## config.mk

```make
export PLATFORM = sky130hd
export DESIGN_NAME = calendar_clock_with_alarm
export DESIGN_NICKNAME = d
export VERILOG_FILES = /design/src/common/rtc_pkg.sv /design/src/calendar_clock_with_alarm.sv
export SDC_FILE = /design/constraint.sdc
export NUM_CORES = 1
export LEC_CHECK = 0
export ABC_AREA = 1
export BUFFER_PORTS_ARGS = -buffer_cell sky130_fd_sc_hd__buf_2
export CELL_PAD_IN_SITES_DETAIL_PLACEMENT = 1
export CELL_PAD_IN_SITES_GLOBAL_PLACEMENT = 2
export CORE_MARGIN = 2
export CORE_UTILIZATION = 40
export DETAILED_ROUTE_END_ITERATION = 7
export PLACE_DENSITY = 0.95
export SKIP_CTS_REPAIR_TIMING = 1
export SYNTH_ARGS = -nofsm -noshare
export SYNTH_HDL_FRONTEND = slang
export SYNTH_SLANG_ARGS = --single-unit
```

## constraint.sdc

```tcl
create_clock -name core_clk_in -period 8.6 [get_ports core_clk_in]
set_clock_uncertainty 0.2 [all_clocks]
set_input_delay 0.86 -clock core_clk_in [delete_from_list [all_inputs] [get_ports core_clk_in]]
set_output_delay 0.86 -clock core_clk_in [all_outputs]
set_load 0.01 [all_outputs]
```

## src/common/rtc_pkg.sv

```systemverilog
// constants, register map and carrier types of the calendar clock
package rtc_pkg;
  localparam int unsigned ADDR_W        = 8;
  localparam logic [7:0] ADDR_SECS      = 8'hE0;
  localparam logic [7:0] ADDR_MIN       = 8'hE1;
  localparam logic [7:0] ADDR_HRS       = 8'hE2;
  localparam logic [7:0] ADDR_DOW       = 8'hE3;
  localparam logic [7:0] ADDR_DOM       = 8'hE4;
  localparam logic [7:0] ADDR_MON       = 8'hE5;
  localparam logic [7:0] ADDR_YR        = 8'hE6;
  localparam logic [7:0] ADDR_CEN       = 8'hE7;
  localparam logic [7:0] ADDR_ALM_SECS  = 8'hE8;
  localparam logic [7:0] ADDR_ALM_MIN   = 8'hE9;
  localparam logic [7:0] ADDR_ALM_HRS   = 8'hEA;
  localparam logic [7:0] ADDR_ALM_DOW   = 8'hEB;
  localparam logic [7:0] ADDR_ALM_CTRL  = 8'hEC;
  localparam logic [7:0] ADDR_CTRL      = 8'hED;
  // control register fields
  localparam int unsigned CTRL_FLAG_BIT   = 7;
  localparam int unsigned CTRL_IRQEN_BIT  = 5;
  localparam int unsigned CTRL_BCD_BIT    = 4;
  localparam int unsigned CTRL_SRC_BIT    = 3;
  localparam int unsigned CTRL_F50_BIT    = 2;
  localparam int unsigned CTRL_UNLOCK_BIT = 0;
  // alarm enable fields
  localparam int unsigned AEN_SECS_BIT = 0;
  localparam int unsigned AEN_MIN_BIT = 1;
  localparam int unsigned AEN_HRS_BIT = 2;
  localparam int unsigned AEN_DOW_BIT = 3;
  localparam logic [7:0] CTRL_RESET   = 8'h00;
  localparam logic [3:0] AEN_RESET    = 4'h0;
  // time base divisors
  localparam int unsigned OSC_DIVIDE  = 32768;
  localparam int unsigned LINE50_DIV  = 50;
  localparam int unsigned LINE60_DIV  = 60;
  localparam int unsigned DIV_W       = 16;
  // count limits, binary
  localparam logic [7:0] SECS_MAX = 8'h3B;
  localparam logic [7:0] MIN_MAX = 8'h3B;
  localparam logic [7:0] HRS_MAX = 8'h17;
  localparam logic [7:0] DOW_MAX = 8'h07;
  localparam logic [7:0] MON_MAX = 8'h0C;
  localparam logic [7:0] YR_MAX  = 8'h63;
  localparam logic [7:0] CEN_MAX = 8'h63;
  localparam logic [7:0] FIRST_DAY = 8'h01;

  typedef struct packed {
    logic [7:0] cen;
    logic [7:0] yr;
    logic [7:0] mon;
    logic [7:0] dom;
    logic [7:0] dow;
    logic [7:0] hrs;
    logic [7:0] min;
    logic [7:0] secs;
  } time_s;

  typedef struct packed {
    logic [7:0] secs;
    logic [7:0] min;
    logic [7:0] hrs;
    logic [7:0] dow;
    logic [3:0] en;
  } alarm_s;
endpackage

```

## src/calendar_clock_with_alarm.sv

```systemverilog
// calendar clock: counters, time-base divider, alarm, cpu register port
`timescale 1ns/1ps
`default_nettype none

module calendar_clock_with_alarm #(
  parameter int unsigned OSC_DIVIDE = rtc_pkg::OSC_DIVIDE,
  parameter int unsigned LINE50_DIV = rtc_pkg::LINE50_DIV,
  parameter int unsigned LINE60_DIV = rtc_pkg::LINE60_DIV
) (
  input  wire logic                      core_clk_in,
  input  wire logic                      srst_in,
  input  wire logic [rtc_pkg::ADDR_W-1:0] io_addr_in,
  input  wire logic                      io_wr_in,
  input  wire logic                      io_rd_in,
  input  wire logic [7:0]                io_wdata_in,
  input  wire logic                      osc_32k_in,
  input  wire logic                      crystal_output_pin_in,
  output logic      [7:0]                io_rdata_out,
  output logic                           alarm_irq_out
);

  function automatic logic [7:0] to_bin(input logic [7:0] v, input logic bcd);
    to_bin = bcd ? 8'({4'h0, v[7:4]} * 8'h0A + {4'h0, v[3:0]}) : v;
  endfunction

  function automatic logic [7:0] from_bin(input logic [7:0] b, input logic bcd);
    from_bin = bcd ? {4'(b / 8'h0A), 4'(b % 8'h0A)} : b;
  endfunction

  function automatic logic [7:0] month_days(input logic [7:0] mon, input logic [7:0] yr, input logic bcd);
    unique case (mon)
      8'h02:                      month_days = (bcd && yr[1:0] == 2'h0) ? 8'h1D : 8'h1C;
      8'h04, 8'h06, 8'h09, 8'h0B: month_days = 8'h1E;
      default:                    month_days = 8'h1F;
    endcase
  endfunction

  rtc_pkg::time_s  time_q;
  rtc_pkg::time_s  time_d;
  rtc_pkg::alarm_s alarm_q;
  logic [7:0]      ctrl_q;
  logic            flag_q;
  logic            flag_d;
  logic [2:0]      osc_sync_q;
  logic [2:0]      line_sync_q;
  logic [rtc_pkg::DIV_W-1:0] div_q;
  logic [rtc_pkg::DIV_W-1:0] div_limit;
  logic            src_edge;
  logic            tick;
  logic            cmp_req_q;
  logic            alarm_hit;
  logic            bcd;
  logic            unlocked;
  logic            wr_ctrl;
  logic            rd_ctrl;
  logic            wr_count;
  logic [7:0]      rd_mux;

  assign bcd      = ctrl_q[rtc_pkg::CTRL_BCD_BIT];
  assign unlocked = ctrl_q[rtc_pkg::CTRL_UNLOCK_BIT];
  assign wr_ctrl  = io_wr_in && io_addr_in == rtc_pkg::ADDR_CTRL;
  assign rd_ctrl  = io_rd_in && io_addr_in == rtc_pkg::ADDR_CTRL;
  assign wr_count = io_wr_in && unlocked && io_addr_in >= rtc_pkg::ADDR_SECS
                    && io_addr_in <= rtc_pkg::ADDR_CEN;

  // pin inputs: two stages, third stage only for edge detect
  always_ff @(posedge core_clk_in) begin
    if (srst_in) begin
      osc_sync_q  <= 3'h0;
      line_sync_q <= 3'h0;
    end else begin
      osc_sync_q  <= {osc_sync_q[1:0], osc_32k_in};
      line_sync_q <= {line_sync_q[1:0], crystal_output_pin_in};
    end
  end

  localparam int unsigned DIV_W = rtc_pkg::DIV_W;

  always_comb begin
    if (ctrl_q[rtc_pkg::CTRL_SRC_BIT]) begin
      src_edge  = line_sync_q[1] && !line_sync_q[2];
      div_limit = ctrl_q[rtc_pkg::CTRL_F50_BIT] ? DIV_W'(LINE50_DIV) : DIV_W'(LINE60_DIV);
    end else begin
      src_edge  = osc_sync_q[1] && !osc_sync_q[2];
      div_limit = DIV_W'(OSC_DIVIDE);
    end
  end

  assign tick = src_edge && !unlocked && div_q == div_limit - DIV_W'(1);

  // divider: held while unlocked, restarted by any control write
  always_ff @(posedge core_clk_in) begin
    if (srst_in) begin
      div_q <= '0;
    end else if (wr_ctrl || unlocked) begin
      div_q <= '0;
    end else if (src_edge) begin
      div_q <= tick ? '0 : div_q + DIV_W'(1);
    end
  end

  // next calendar value for one tick
  always_comb begin
    logic [7:0] s;
    logic [7:0] m;
    logic [7:0] h;
    logic [7:0] w;
    logic [7:0] d;
    logic [7:0] mo;
    logic [7:0] y;
    logic [7:0] c;
    logic       cy;
    s  = to_bin(time_q.secs, bcd);
    m  = to_bin(time_q.min, bcd);
    h  = to_bin(time_q.hrs, bcd);
    w  = time_q.dow;
    d  = to_bin(time_q.dom, bcd);
    mo = to_bin(time_q.mon, bcd);
    y  = to_bin(time_q.yr, bcd);
    c  = to_bin(time_q.cen, bcd);
    cy = s >= rtc_pkg::SECS_MAX;
    s  = cy ? 8'h00 : s + 8'h01;
    if (cy) begin
      cy = m >= rtc_pkg::MIN_MAX;
      m  = cy ? 8'h00 : m + 8'h01;
    end
    if (cy) begin
      cy = h >= rtc_pkg::HRS_MAX;
      h  = cy ? 8'h00 : h + 8'h01;
    end
    if (cy) begin
      w  = (w >= rtc_pkg::DOW_MAX) ? rtc_pkg::FIRST_DAY : w + 8'h01;
      cy = d >= month_days(mo, y, bcd);
      d  = cy ? rtc_pkg::FIRST_DAY : d + 8'h01;
    end
    if (cy) begin
      cy = mo >= rtc_pkg::MON_MAX;
      mo = cy ? rtc_pkg::FIRST_DAY : mo + 8'h01;
    end
    if (cy) begin
      cy = y >= rtc_pkg::YR_MAX;
      y  = cy ? 8'h00 : y + 8'h01;
    end
    if (cy) begin
      c = (c >= rtc_pkg::CEN_MAX) ? 8'h00 : c + 8'h01;
    end
    time_d.secs = from_bin(s, bcd);
    time_d.min = from_bin(m, bcd);
    time_d.hrs = from_bin(h, bcd);
    time_d.dow = {4'h0, w[3:0]};
    time_d.dom = from_bin(d, bcd);
    time_d.mon = from_bin(mo, bcd);
    time_d.yr  = from_bin(y, bcd);
    time_d.cen = from_bin(c, bcd);
  end

  // counts carry no reset: contents survive a system reset
  always_ff @(posedge core_clk_in) begin
    if (wr_count) begin
      unique case (io_addr_in)
        rtc_pkg::ADDR_SECS: time_q.secs <= io_wdata_in;
        rtc_pkg::ADDR_MIN: time_q.min <= io_wdata_in;
        rtc_pkg::ADDR_HRS: time_q.hrs <= io_wdata_in;
        rtc_pkg::ADDR_DOW: time_q.dow <= {4'h0, io_wdata_in[3:0]};
        rtc_pkg::ADDR_DOM: time_q.dom <= io_wdata_in;
        rtc_pkg::ADDR_MON: time_q.mon <= io_wdata_in;
        rtc_pkg::ADDR_YR:  time_q.yr  <= io_wdata_in;
        default:           time_q.cen <= io_wdata_in;
      endcase
    end else if (tick) begin
      time_q <= time_d;
    end
  end

  // control register; reset comes up locked
  always_ff @(posedge core_clk_in) begin
    if (srst_in) begin
      ctrl_q <= rtc_pkg::CTRL_RESET;
    end else if (wr_ctrl) begin
      ctrl_q <= io_wdata_in;
    end
  end

  // alarm registers, writable regardless of lock
  always_ff @(posedge core_clk_in) begin
    if (srst_in) begin
      alarm_q.en <= rtc_pkg::AEN_RESET;
    end else if (io_wr_in) begin
      unique case (io_addr_in)
        rtc_pkg::ADDR_ALM_SECS: alarm_q.secs <= io_wdata_in;
        rtc_pkg::ADDR_ALM_MIN:  alarm_q.min <= io_wdata_in;
        rtc_pkg::ADDR_ALM_HRS:  alarm_q.hrs <= io_wdata_in;
        rtc_pkg::ADDR_ALM_DOW:  alarm_q.dow <= {4'h0, io_wdata_in[3:0]};
        rtc_pkg::ADDR_ALM_CTRL: alarm_q.en  <= io_wdata_in[3:0];
        default: ;
      endcase
    end
  end

  // comparison request: after each increment or a lock write
  always_ff @(posedge core_clk_in) begin
    if (srst_in) begin
      cmp_req_q <= 1'b0;
    end else begin
      cmp_req_q <= tick || (wr_ctrl && !io_wdata_in[rtc_pkg::CTRL_UNLOCK_BIT]);
    end
  end

  assign alarm_hit = cmp_req_q && (|alarm_q.en)
    && (!alarm_q.en[rtc_pkg::AEN_SECS_BIT] || alarm_q.secs == time_q.secs)
    && (!alarm_q.en[rtc_pkg::AEN_MIN_BIT] || alarm_q.min == time_q.min)
    && (!alarm_q.en[rtc_pkg::AEN_HRS_BIT] || alarm_q.hrs == time_q.hrs)
    && (!alarm_q.en[rtc_pkg::AEN_DOW_BIT] || alarm_q.dow == time_q.dow);

  // a match in the clearing cycle keeps the flag set
  assign flag_d = alarm_hit || (flag_q && !rd_ctrl);

  always_ff @(posedge core_clk_in) begin
    if (srst_in) begin
      flag_q        <= 1'b0;
      alarm_irq_out <= 1'b0;
    end else begin
      flag_q        <= flag_d;
      alarm_irq_out <= flag_d && ctrl_q[rtc_pkg::CTRL_IRQEN_BIT];
    end
  end

  always_comb begin
    unique case (io_addr_in)
      rtc_pkg::ADDR_SECS:     rd_mux = time_q.secs;
      rtc_pkg::ADDR_MIN:      rd_mux = time_q.min;
      rtc_pkg::ADDR_HRS:      rd_mux = time_q.hrs;
      rtc_pkg::ADDR_DOW:      rd_mux = {4'h0, time_q.dow[3:0]};
      rtc_pkg::ADDR_DOM:      rd_mux = time_q.dom;
      rtc_pkg::ADDR_MON:      rd_mux = time_q.mon;
      rtc_pkg::ADDR_YR:       rd_mux = time_q.yr;
      rtc_pkg::ADDR_CEN:      rd_mux = time_q.cen;
      rtc_pkg::ADDR_ALM_SECS: rd_mux = alarm_q.secs;
      rtc_pkg::ADDR_ALM_MIN:  rd_mux = alarm_q.min;
      rtc_pkg::ADDR_ALM_HRS:  rd_mux = alarm_q.hrs;
      rtc_pkg::ADDR_ALM_DOW:  rd_mux = alarm_q.dow;
      rtc_pkg::ADDR_ALM_CTRL: rd_mux = {4'h0, alarm_q.en};
      rtc_pkg::ADDR_CTRL:     rd_mux = {flag_q, ctrl_q[6:0]};
      default:                rd_mux = 8'h00;
    endcase
  end

  always_ff @(posedge core_clk_in) begin
    if (srst_in) begin
      io_rdata_out <= 8'h00;
    end else if (io_rd_in) begin
      io_rdata_out <= rd_mux;
    end
  end
endmodule

`default_nettype wire

```

==> results of run 1 <==
[cell type report]
| type | count | area [um^2] |
|---|---|---|
| Fill cell | 4297 | 18310 |
| Multi-Input combinational cell | 1438 | 8087 |
| Sequential cell | 132 | 3527 |
| Inverter | 293 | 1105 |
| Tap cell | 442 | 553.0 |
| Clock buffer | 20 | 461.7 |
| Timing Repair Buffer | 41 | 232.7 |
| Clock inverter | 12 | 93.84 |
| Antenna cell | 1 | 2.502 |
[through the flow]
stage	power, mW	utilization (%)	hold slack (ns)	instance area [um^2]
2_1_floorplan	0.7178	-	0.1883	13050
3_3_place_gp	0.7369	41.72	0.1972	13500
3_5_place_dp	0.7386	41.72	0.2117	13500
4_1_cts	1.440	43.43	0.2074	14060
5_1_grt	1.469	43.43	0.2144	14060
6_report	1.436	43.44	0.2064	14060
[worst max-delay path, delay by kind of cell (launching register included)]
kind / cells / cell delay [ns]
AND/OR/NAND/NOR: 28 / 2.91
adder cells (fa/ha/maj): 5 / 1.40
XOR/XNOR: 3 / 0.57
AO/OA/AOI/OAI: 4 / 0.56
flip-flops: 1 / 0.49
buffers and inverters: 3 / 0.19
[sequential cells by signal, summed over array words and instances, names as in the netlist]
register / flops
alarm_irq_out: 1
alarm_q: 32
cmp_req_q: 1
ctrl_q: 7
div_q: 16
flag_q: 1
io_rdata_out: 8
line_sync_q: 3
osc_sync_q: 3
time_q: 60
[cells in the mapped netlist, types with 7 or more instances]
| cell type | n |
|---|---|
| a21oi_1 | 76 |
| a21oi_2 | 7 |
| a221oi_1 | 17 |
| clkbuf_1 | 14 |
| dfxtp_1 | 44 |
| edfxtp_1 | 88 |
| fa_1 | 14 |
| ha_1 | 70 |
| inv_1 | 270 |
| inv_2 | 19 |
| nand2_1 | 508 |
| nand2_2 | 64 |
| nand2_4 | 7 |
| nand3_1 | 149 |
| nand3_2 | 14 |
| nand3b_1 | 10 |
| nand4_1 | 31 |
| nor2_1 | 128 |
| nor3_1 | 26 |
| o211ai_1 | 8 |
| o21ai_0 | 131 |
| o21ai_1 | 19 |
| o21ai_2 | 10 |
| o22ai_1 | 19 |
| or2_2 | 7 |
| xnor2_1 | 16 |
| xor2_1 | 31 |
[worst max-delay path by stage]
stage	start	end	slack, ns	depth (start not counted)
global route	time_q[45]	time_q[43]	1.30	42
finish	time_q[45]	time_q[43]	1.98	43
global placement	time_q[45]	time_q[35]	2.27	46
detailed placement	time_q[45]	time_q[43]	1.98	43
CTS	time_q[45]	time_q[43]	1.95	43
floorplan	time_q[45]	time_q[43]	2.86	40
[kinds of logic (layout without fill, tap and decap cells)]
family | Yosys count | after routing | share of synthesized area (%)
and+or+nand+nor | 971 | 971 | 34.00
AOI/OAI and AO/OA | 335 | 335 | 15.76
buffers and inverters | 333 | 366 | 11.11
DFF | 132 | 132 | 26.99
adders and majority gates | 84 | 84 | 8.857
xor gates and xnor gates | 48 | 48 | 3.278
other | 0 | 1 | 0
[where the power goes]
group          internal, mW  total, mW  switching [mW]
Combinational        0.0142     0.0521          0.0379
Sequential            0.673      0.674         0.00162
Clock                 0.394      0.710           0.316
Total                  1.08       1.44           0.356
[per-layer routing]
layer	GRT usage (%)	vias up	part of all wire (%)
li1	-	6341	-
met1	33.75	6374	44
met2	45.89	258	48
met5	0	-	0
met4	10.38	0	3.7
met3	4.228	99	4.5
==> results_dict.tcl, run 1 <==
set metrics [dict create \
    cts_buffer_depth 2 \
    instances_no_fill 2379 \
    layout-drive-gt1-share_pct 11.98 \
    crit_slowest_cell "edfxtp_1" \
    cellLeakagePower_nw 6.678 \
    r2r-start "time_q[45]" \
    synthFlopType "edfxtp_1" \
    worst_path_most_repeated_cell "nand2_1" \
    syn_avg_cell_area_um2 6.859 \
    maxSlewViolCount 0 \
    routedWlPerCell_um 18.73 \
    finalHoldViolCount 0 \
    r2r_setup_slack_ns 1.98 \
    first_global_vias 13371 \
    start_util_pct 40.32 \
    drt_iter0_drc 877 \
    max_stage_delay_ns 0.49 \
    status "finished, final reports clean" \
    power.density_nw_per_um2 102.2 \
    peakVddDrop_mv 0.1334 \
    numCtsBuffers 17 \
    hold_end "line_sync_q[1]" \
    h-tree-depth 4 \
    grt_setup_unrepaired "no" \
    min_period_over_period_pct 76.97 \
    grt_pass1_wl_mm 71.13 \
    cp.arrival_ns 6.59 \
    ys_warn_count 0 \
    tightest_slew_ns 1.148 \
    drt.antenna.violating_nets 0 \
    dr.pass1.iters 5 \
    vias 13072 \
    synth-seq-area-share_pct 26.99 \
    synth.area.top_cells "edfxtp_1, nand2_1, inv_1" \
    crit_required_ns 8.57 \
    layout_commonest_cell "nand2_1" \
    cp_max_fo 14 \
    path_clk_slew_ns 0.07 \
    r2r_cells 43 \
    end_kind "register" \
    clockRootBuffer "clkbuf_16" \
    tritoncts "yes" \
    synth-seq-cells 132 \
    numPlacedInstances 2346 \
    maxCapViolations 0 \
    finalSetupTns_ns 0 \
    gr-total-overflow 0 \
    syn_inst 1903 \
    antenna_found_initial 2 \
    cts_sinks 132 \
    yosys.area.top_type "edfxtp_1" \
    setup_slack_ns 1.981 \
    hp-class "register to register" \
    area_delta_synth_final_pct 7.736 \
    wl_mm 44.55 \
    io_buffers 30 \
    synthDistinctLibCells 69 \
    fp.dieArea_um2 34090 \
    die_h_um 184.6 \
    timing.fmax_mhz 151.1 \
    ios 31 \
    syn-cell-area_um2 13050 \
    core.rowCount 66 \
    synth_nets 2009 \
    worst-setup-path-type "register to register" \
    die_w_um 184.6 \
    final_cell_mix "nand2_1, inv_1, nand3_1" \
    grt_max_degree 64 \
    core_area_um2 32370 \
    period_needed_ns 6.619 \
    hp-start "line_sync_q[0]" \
    fin_nets 2029 \
    slew_headroom_pct 22.63 \
    critPathLaunchType "register" \
    dp_hpwl_mm 34.08 \
    synth-edff-count 88 \
    synth_top_area_share_pct 20.25 \
    drc 0 \
    whs_path_depth 2 \
    post-place-ws_ns 1.978 \
    grt_usage_pct 26.78 \
    clkLatencyLatePin_ns 0.44 \
    vias_per_cell 5.495 \
    rr_endpoint "time_q[43]" \
    ys_async_sr_fraction_pct 0 \
    finalSetupViolCount 0 \
    gp_congestion 0.9344 \
]
No activity file was read; power rests on OpenSTA's default activity.
==> run 2: changes to the inputs <==
CORE_UTILIZATION = 37   (was 40)
PLACE_DENSITY = 0.92   (was 0.95)
clock period = 6.6 ns   (was 8.6 ns; I/O delays follow)
==> results_dict.tcl, run 2 (synthesized netlist as in run 1, its figures left out) <==
set metrics [dict create \
    grt_pass1_wl_mm 71.64 \
    fp.dieArea_um2 36790 \
    place_area_um2 13530 \
    power_frac_comb_pct 3.6 \
    core.rowCount 68 \
    ios 31 \
    tightest_slew_ns 1.257 \
    whs_path_depth 2 \
    post-place-ws_ns 0.1251 \
    critPathCapture "time_q[57]" \
    post-route-util_pct 42.09 \
    min_period_over_period_pct 93.89 \
    rr_endpoint "time_q[57]" \
    timing.fmax_mhz 161.4 \
    grt_setup_unrepaired "yes" \
    setup_slack_ns 0.4035 \
    internal_power_mw 1.439 \
    numCtsBuffers 17 \
    die_h_um 191.8 \
    r2r-start "time_q[44]" \
    path_clk_slew_ns 0.07 \
    nFillCells 4506 \
    core_area_um2 34630 \
    maxSlewViolCount 0 \
    die_w_um 191.8 \
    tritoncts "yes" \
    cts_sinks 132 \
    area_delta_synth_final_pct 11.67 \
    first_global_vias 13301 \
    r2r_cells 45 \
    crit_required_ns 6.56 \
    peakVddDrop_mv 0.1596 \
    routedWlPerCell_um 18.93 \
    pwr-share-clk_pct 51.2 \
    fin_nets 2059 \
    grt_max_degree 56 \
    cts_buffer_depth 2 \
    power.density_nw_per_um2 133.1 \
    finalSetupViolCount 0 \
    diodes 0 \
    largest_reg_flops 60 \
    p_seq_share_pct 45.3 \
    worst_path_most_repeated_cell "nand2_2" \
    io_buffers 30 \
    grt_usage_pct 25.07 \
    gr-total-overflow 0 \
    worst-setup-path-type "register to register" \
    dr.pass1.iters 5 \
    layout_commonest_cell "nand2_1" \
    largestRegisters "time_q: 60 flops, alarm_q: 32 flops, div_q: 16 flops" \
    maxCapViolations 0 \
    top_register "time_q" \
    slew_headroom_pct 15.29 \
    clkLatencyLatePin_ns 0.43 \
    drt.antenna.violating_nets 0 \
    layout-drive-gt1-share_pct 15.31 \
    end_kind "register" \
    wl_mm 45.84 \
    switchingPower_mw 0.5002 \
    r2r_setup_slack_ns 0.40 \
    vias_per_cell 5.459 \
    gp_congestion 0.9365 \
    finalSetupTns_ns 0 \
    antenna_found_initial 1 \
    crit_slowest_cell "fa_2" \
    drc 0 \
    cp.arrival_ns 6.16 \
    status "finished, final reports clean" \
    clockRootBuffer "clkbuf_16" \
    cp_max_fo 8 \
    stdcell_area_um2 14580 \
    start_util_pct 37.69 \
    critPathLaunchType "register" \
    cellLeakagePower_nw 6.892 \
    drt_iter0_drc 882 \
    hp-class "register to register" \
    vias 13216 \
    period_needed_ns 6.196 \
    h-tree-depth 4 \
    dp_hpwl_mm 35.11 \
    switching_share_pct 25.79 \
    finalHoldViolCount 0 \
    max_stage_delay_ns 0.54 \
    final_cell_mix "nand2_1, inv_1, nand3_1" \
    worstSetupStartpoint "time_q[44]" \
]
-- run 2: cell count changes in the layout (fill, tap and decap cells not counted), sizes merged --
| cell | previous run | this run |
|---|---|---|
| buf | 41 | 71 |
| bufinv | 0 | 1 |
| clkbuf | 20 | 17 |
| clkinvlp | 1 | 0 |
| diode | 1 | 0 |
| inv | 296 | 299 |
-- run 2: power by group through the flow --
stage | Combinational [mW] | Clock (mW) | Sequential [mW]
floorplan | 0.0389 | 0 | 0.896
global placement | 0.0636 | 0 | 0.896
detailed placement | 0.0654 | 0 | 0.896
CTS | 0.0662 | 0.995 | 0.878
global route | 0.0762 | 1.03 | 0.878
finish | 0.0691 | 0.993 | 0.878
-- run 2: routing by layer --
metal  wire length, um  vias up  share of wire [%]  global-route usage [%]
met4              1594        2                3.5                   9.497
li1                  -     6407                  -                       -
met5                35        -              0.076                  0.6868
met3              1934       89                4.2                   2.796
met2             21810      289                 48                   43.04
met1             20460     6429                 45                   32.21
-- run 2: how the worst min path moves through the flow --
| stage | startpoint | end | slack, ns |
|---|---|---|---|
| floorplan | line_sync_q[0] | line_sync_q[1] | 0.19 |
| CTS | osc_sync_q[0] | osc_sync_q[1] | 0.22 |
| finish | line_sync_q[0] | line_sync_q[1] | 0.21 |
| global route | crystal_output_pin_in | line_sync_q[0] | 0.23 |
| detailed placement | line_sync_q[0] | line_sync_q[1] | 0.20 |
| global placement | osc_sync_q[0] | osc_sync_q[1] | 0.20 |
-- run 2: metrics by stage --
stage                     power (mW)  cells  hold WS (ns)
final                          1.939   2421        0.2093
after global routing           1.985   2421        0.2258
after CTS                      1.939   2392        0.2158
after detailed placement      0.9616   2360        0.2039
after global placement        0.9599   2360        0.1968
after floorplan               0.9353   1903        0.1883
-- run 2: worst max-delay path, delay by kind of cell (launching register included) --
| family | cells | cell delay (ns) |
|---|---|---|
| adder cells (fa/ha/maj) | 4 | 1.26 |
| XOR/XNOR | 1 | 0.15 |
| buffers and inverters | 5 | 0.42 |
| AND/OR/NAND/NOR | 32 | 3.08 |
| AO/OA/AOI/OAI | 3 | 0.31 |
| flip-flops | 1 | 0.48 |
-- run 2: layout make-up --
cell class	count	area [um^2]	area share, %
Clock buffer	17	425.4	2.919
Clock inverter	15	185.2	1.271
Timing Repair Buffer	71	470.5	3.228
Tap cell	455	569.3	3.906
Multi-Input combinational cell	1438	8288	56.86
Inverter	293	1110	7.614
Sequential cell	132	3527	24.20
==> run 3: changes to the inputs <==
CORE_UTILIZATION = 34   (was 37)
HOLD_SLACK_MARGIN = 0.02   (was not set)
PLACE_DENSITY = 0.89   (was 0.92)
clock period = 5 ns   (was 6.6 ns; I/O delays follow)
==> results_dict.tcl, run 3 (synthesized netlist as in run 1, its figures left out) <==
set metrics [dict create \
    dr.pass1.iters 5 \
    grt_setup_unrepaired "yes" \
    status "finished with violations" \
    worst_path_most_repeated_cell "nand2_1" \
    cts_sinks 132 \
    worstSetupStartpoint "time_q[45]" \
    vias 14246 \
    path_buf_inv 4 \
    drc 0 \
    finalHoldViolCount 0 \
    clkLatencyLatePin_ns 0.43 \
    crit_required_ns 4.96 \
    dp_hpwl_mm 37.58 \
    vias_per_cell 5.263 \
    cts_buffer_depth 2 \
    slew_headroom_pct 38.20 \
    clockRootBuffer "clkbuf_16" \
    tightest_slew_ns 0.9200 \
    maxSlewViolCount 0 \
    stdcell_area_um2 17430 \
    hp-start "osc_32k_in" \
    numCtsBuffers 17 \
    first_global_vias 14284 \
    worst-setup-path-type "register to register" \
    peakVddDrop_mv 0.2360 \
    maxCapViolations 0 \
    crit_slowest_cell "fa_2" \
    die_h_um 199.9 \
    core.rowCount 71 \
    cp.arrival_ns 6.13 \
    grt_usage_pct 23.68 \
    ios 31 \
    post-place-ws_ns -1.130 \
    wl_mm 49.74 \
    cp_max_fo 8 \
    fin_nets 2289 \
    gr-total-overflow 0 \
    antenna_found_initial 0 \
    timing.fmax_mhz 162.1 \
    routedWlPerCell_um 18.38 \
    h-tree-depth 4 \
    path_delay_family "simple AND/OR/NAND/NOR gates" \
    start_util_pct 34.57 \
    die_w_um 199.9 \
    largest_reg_flops 60 \
    power.density_nw_per_um2 145.6 \
    power_mw 2.538 \
    gp_congestion 0.9221 \
    min_period_over_period_pct 123.4 \
    path_clk_slew_ns 0.06 \
    instances_no_fill 2707 \
    largestRegisters "time_q: 60 flops, alarm_q: 32 flops, div_q: 16 flops" \
    cellLeakagePower_nw 8.341 \
    diodes 0 \
    tritoncts "yes" \
    area_delta_synth_final_pct 33.54 \
    grt_max_degree 71 \
    drt_iter0_drc 796 \
    top_register "time_q" \
    final_cell_mix "nand2_1, buf_4, inv_1" \
    hp-class "input pin to register" \
    finalSetupViolCount 33 \
    setup_slack_ns -1.168 \
    layout-drive-gt1-share_pct 31.92 \
    period_needed_ns 6.168 \
    end_kind "register" \
    max_stage_delay_ns 0.60 \
    layout_commonest_cell "nand2_1" \
    grt_pass1_wl_mm 74.10 \
    core_area_um2 37760 \
    drt.antenna.violating_nets 0 \
    critPathLaunchType "register" \
    r2r-start "time_q[45]" \
    numPlacedInstances 2624 \
    fp.dieArea_um2 39970 \
    violations "setup timing" \
    post-route-util_pct 46.17 \
    place_area_um2 15200 \
    io_buffers 30 \
]
run 3: cell count changes in the layout (fill, tap and decap cells not counted), sizes merged:
cell and change:
clkbuf +3, clkinvlp +1, buf +230, inv +1, bufinv -1, clkinv -4
run 3: power breakdown:
group | switching, mW | internal [mW] | leakage (nW) | total [mW]
sequential | 0.00236 | 1.16 | 1.16 | 1.16
clock | 0.545 | 0.722 | 0.296 | 1.27
combinational | 0.0738 | 0.0374 | 6.89 | 0.111
total | 0.621 | 1.92 | 8.34 | 2.54
run 3: cell type report:
| class | count | area [um^2] |
|---|---|---|
| Multi-Input combinational cell | 1438 | 9254 |
| Sequential cell | 132 | 3527 |
| Fill cell | 4798 | 20320 |
| Clock inverter | 12 | 100.1 |
| Clock buffer | 20 | 489.2 |
| Timing Repair Buffer | 301 | 2297 |
| Tap cell | 511 | 639.4 |
| Inverter | 293 | 1124 |
run 3: metrics by stage:
| stage | hold WS, ns | setup TNS, ns |
|---|---|---|
| global route | 0.09507 | -35.31 |
| detailed placement | 0.1942 | -23.43 |
| floorplan | 0.1883 | -7.435 |
| global placement | 0.1938 | -14.94 |
| finish | 0.09899 | -22.76 |
| CTS | 0.08531 | -25.64 |
run 3: path summary, 6_finish.rpt:
kind | slack [ns] | to | cells after the start
min | 0.1 | osc_sync_q[0] | 3
min reg2reg | 0.20 | osc_sync_q[1] | 2
max | -1.17 | time_q[58] | 41
max reg2reg | -1.17 | time_q[58] | 41
run 3: routing by layer:
| layer | track usage (%) | up-vias | wire [um] |
|---|---|---|---|
| li1 | - | 6863 | - |
| met1 | 29.32 | 6954 | 20730 |
| met2 | 41.65 | 320 | 24700 |
| met3 | 3.360 | 109 | 2527 |
| met4 | 8.971 | 0 | 1783 |
| met5 | 0 | - | 0 |
run 3: worst reg2reg max path: cells and delay by family (launching register included):
kind	cells	cell delay, ns
simple gates	27	2.72
compound gates	6	0.86
fa+ha+maj	4	1.38
buf+inv	4	0.33
flops	1	0.42
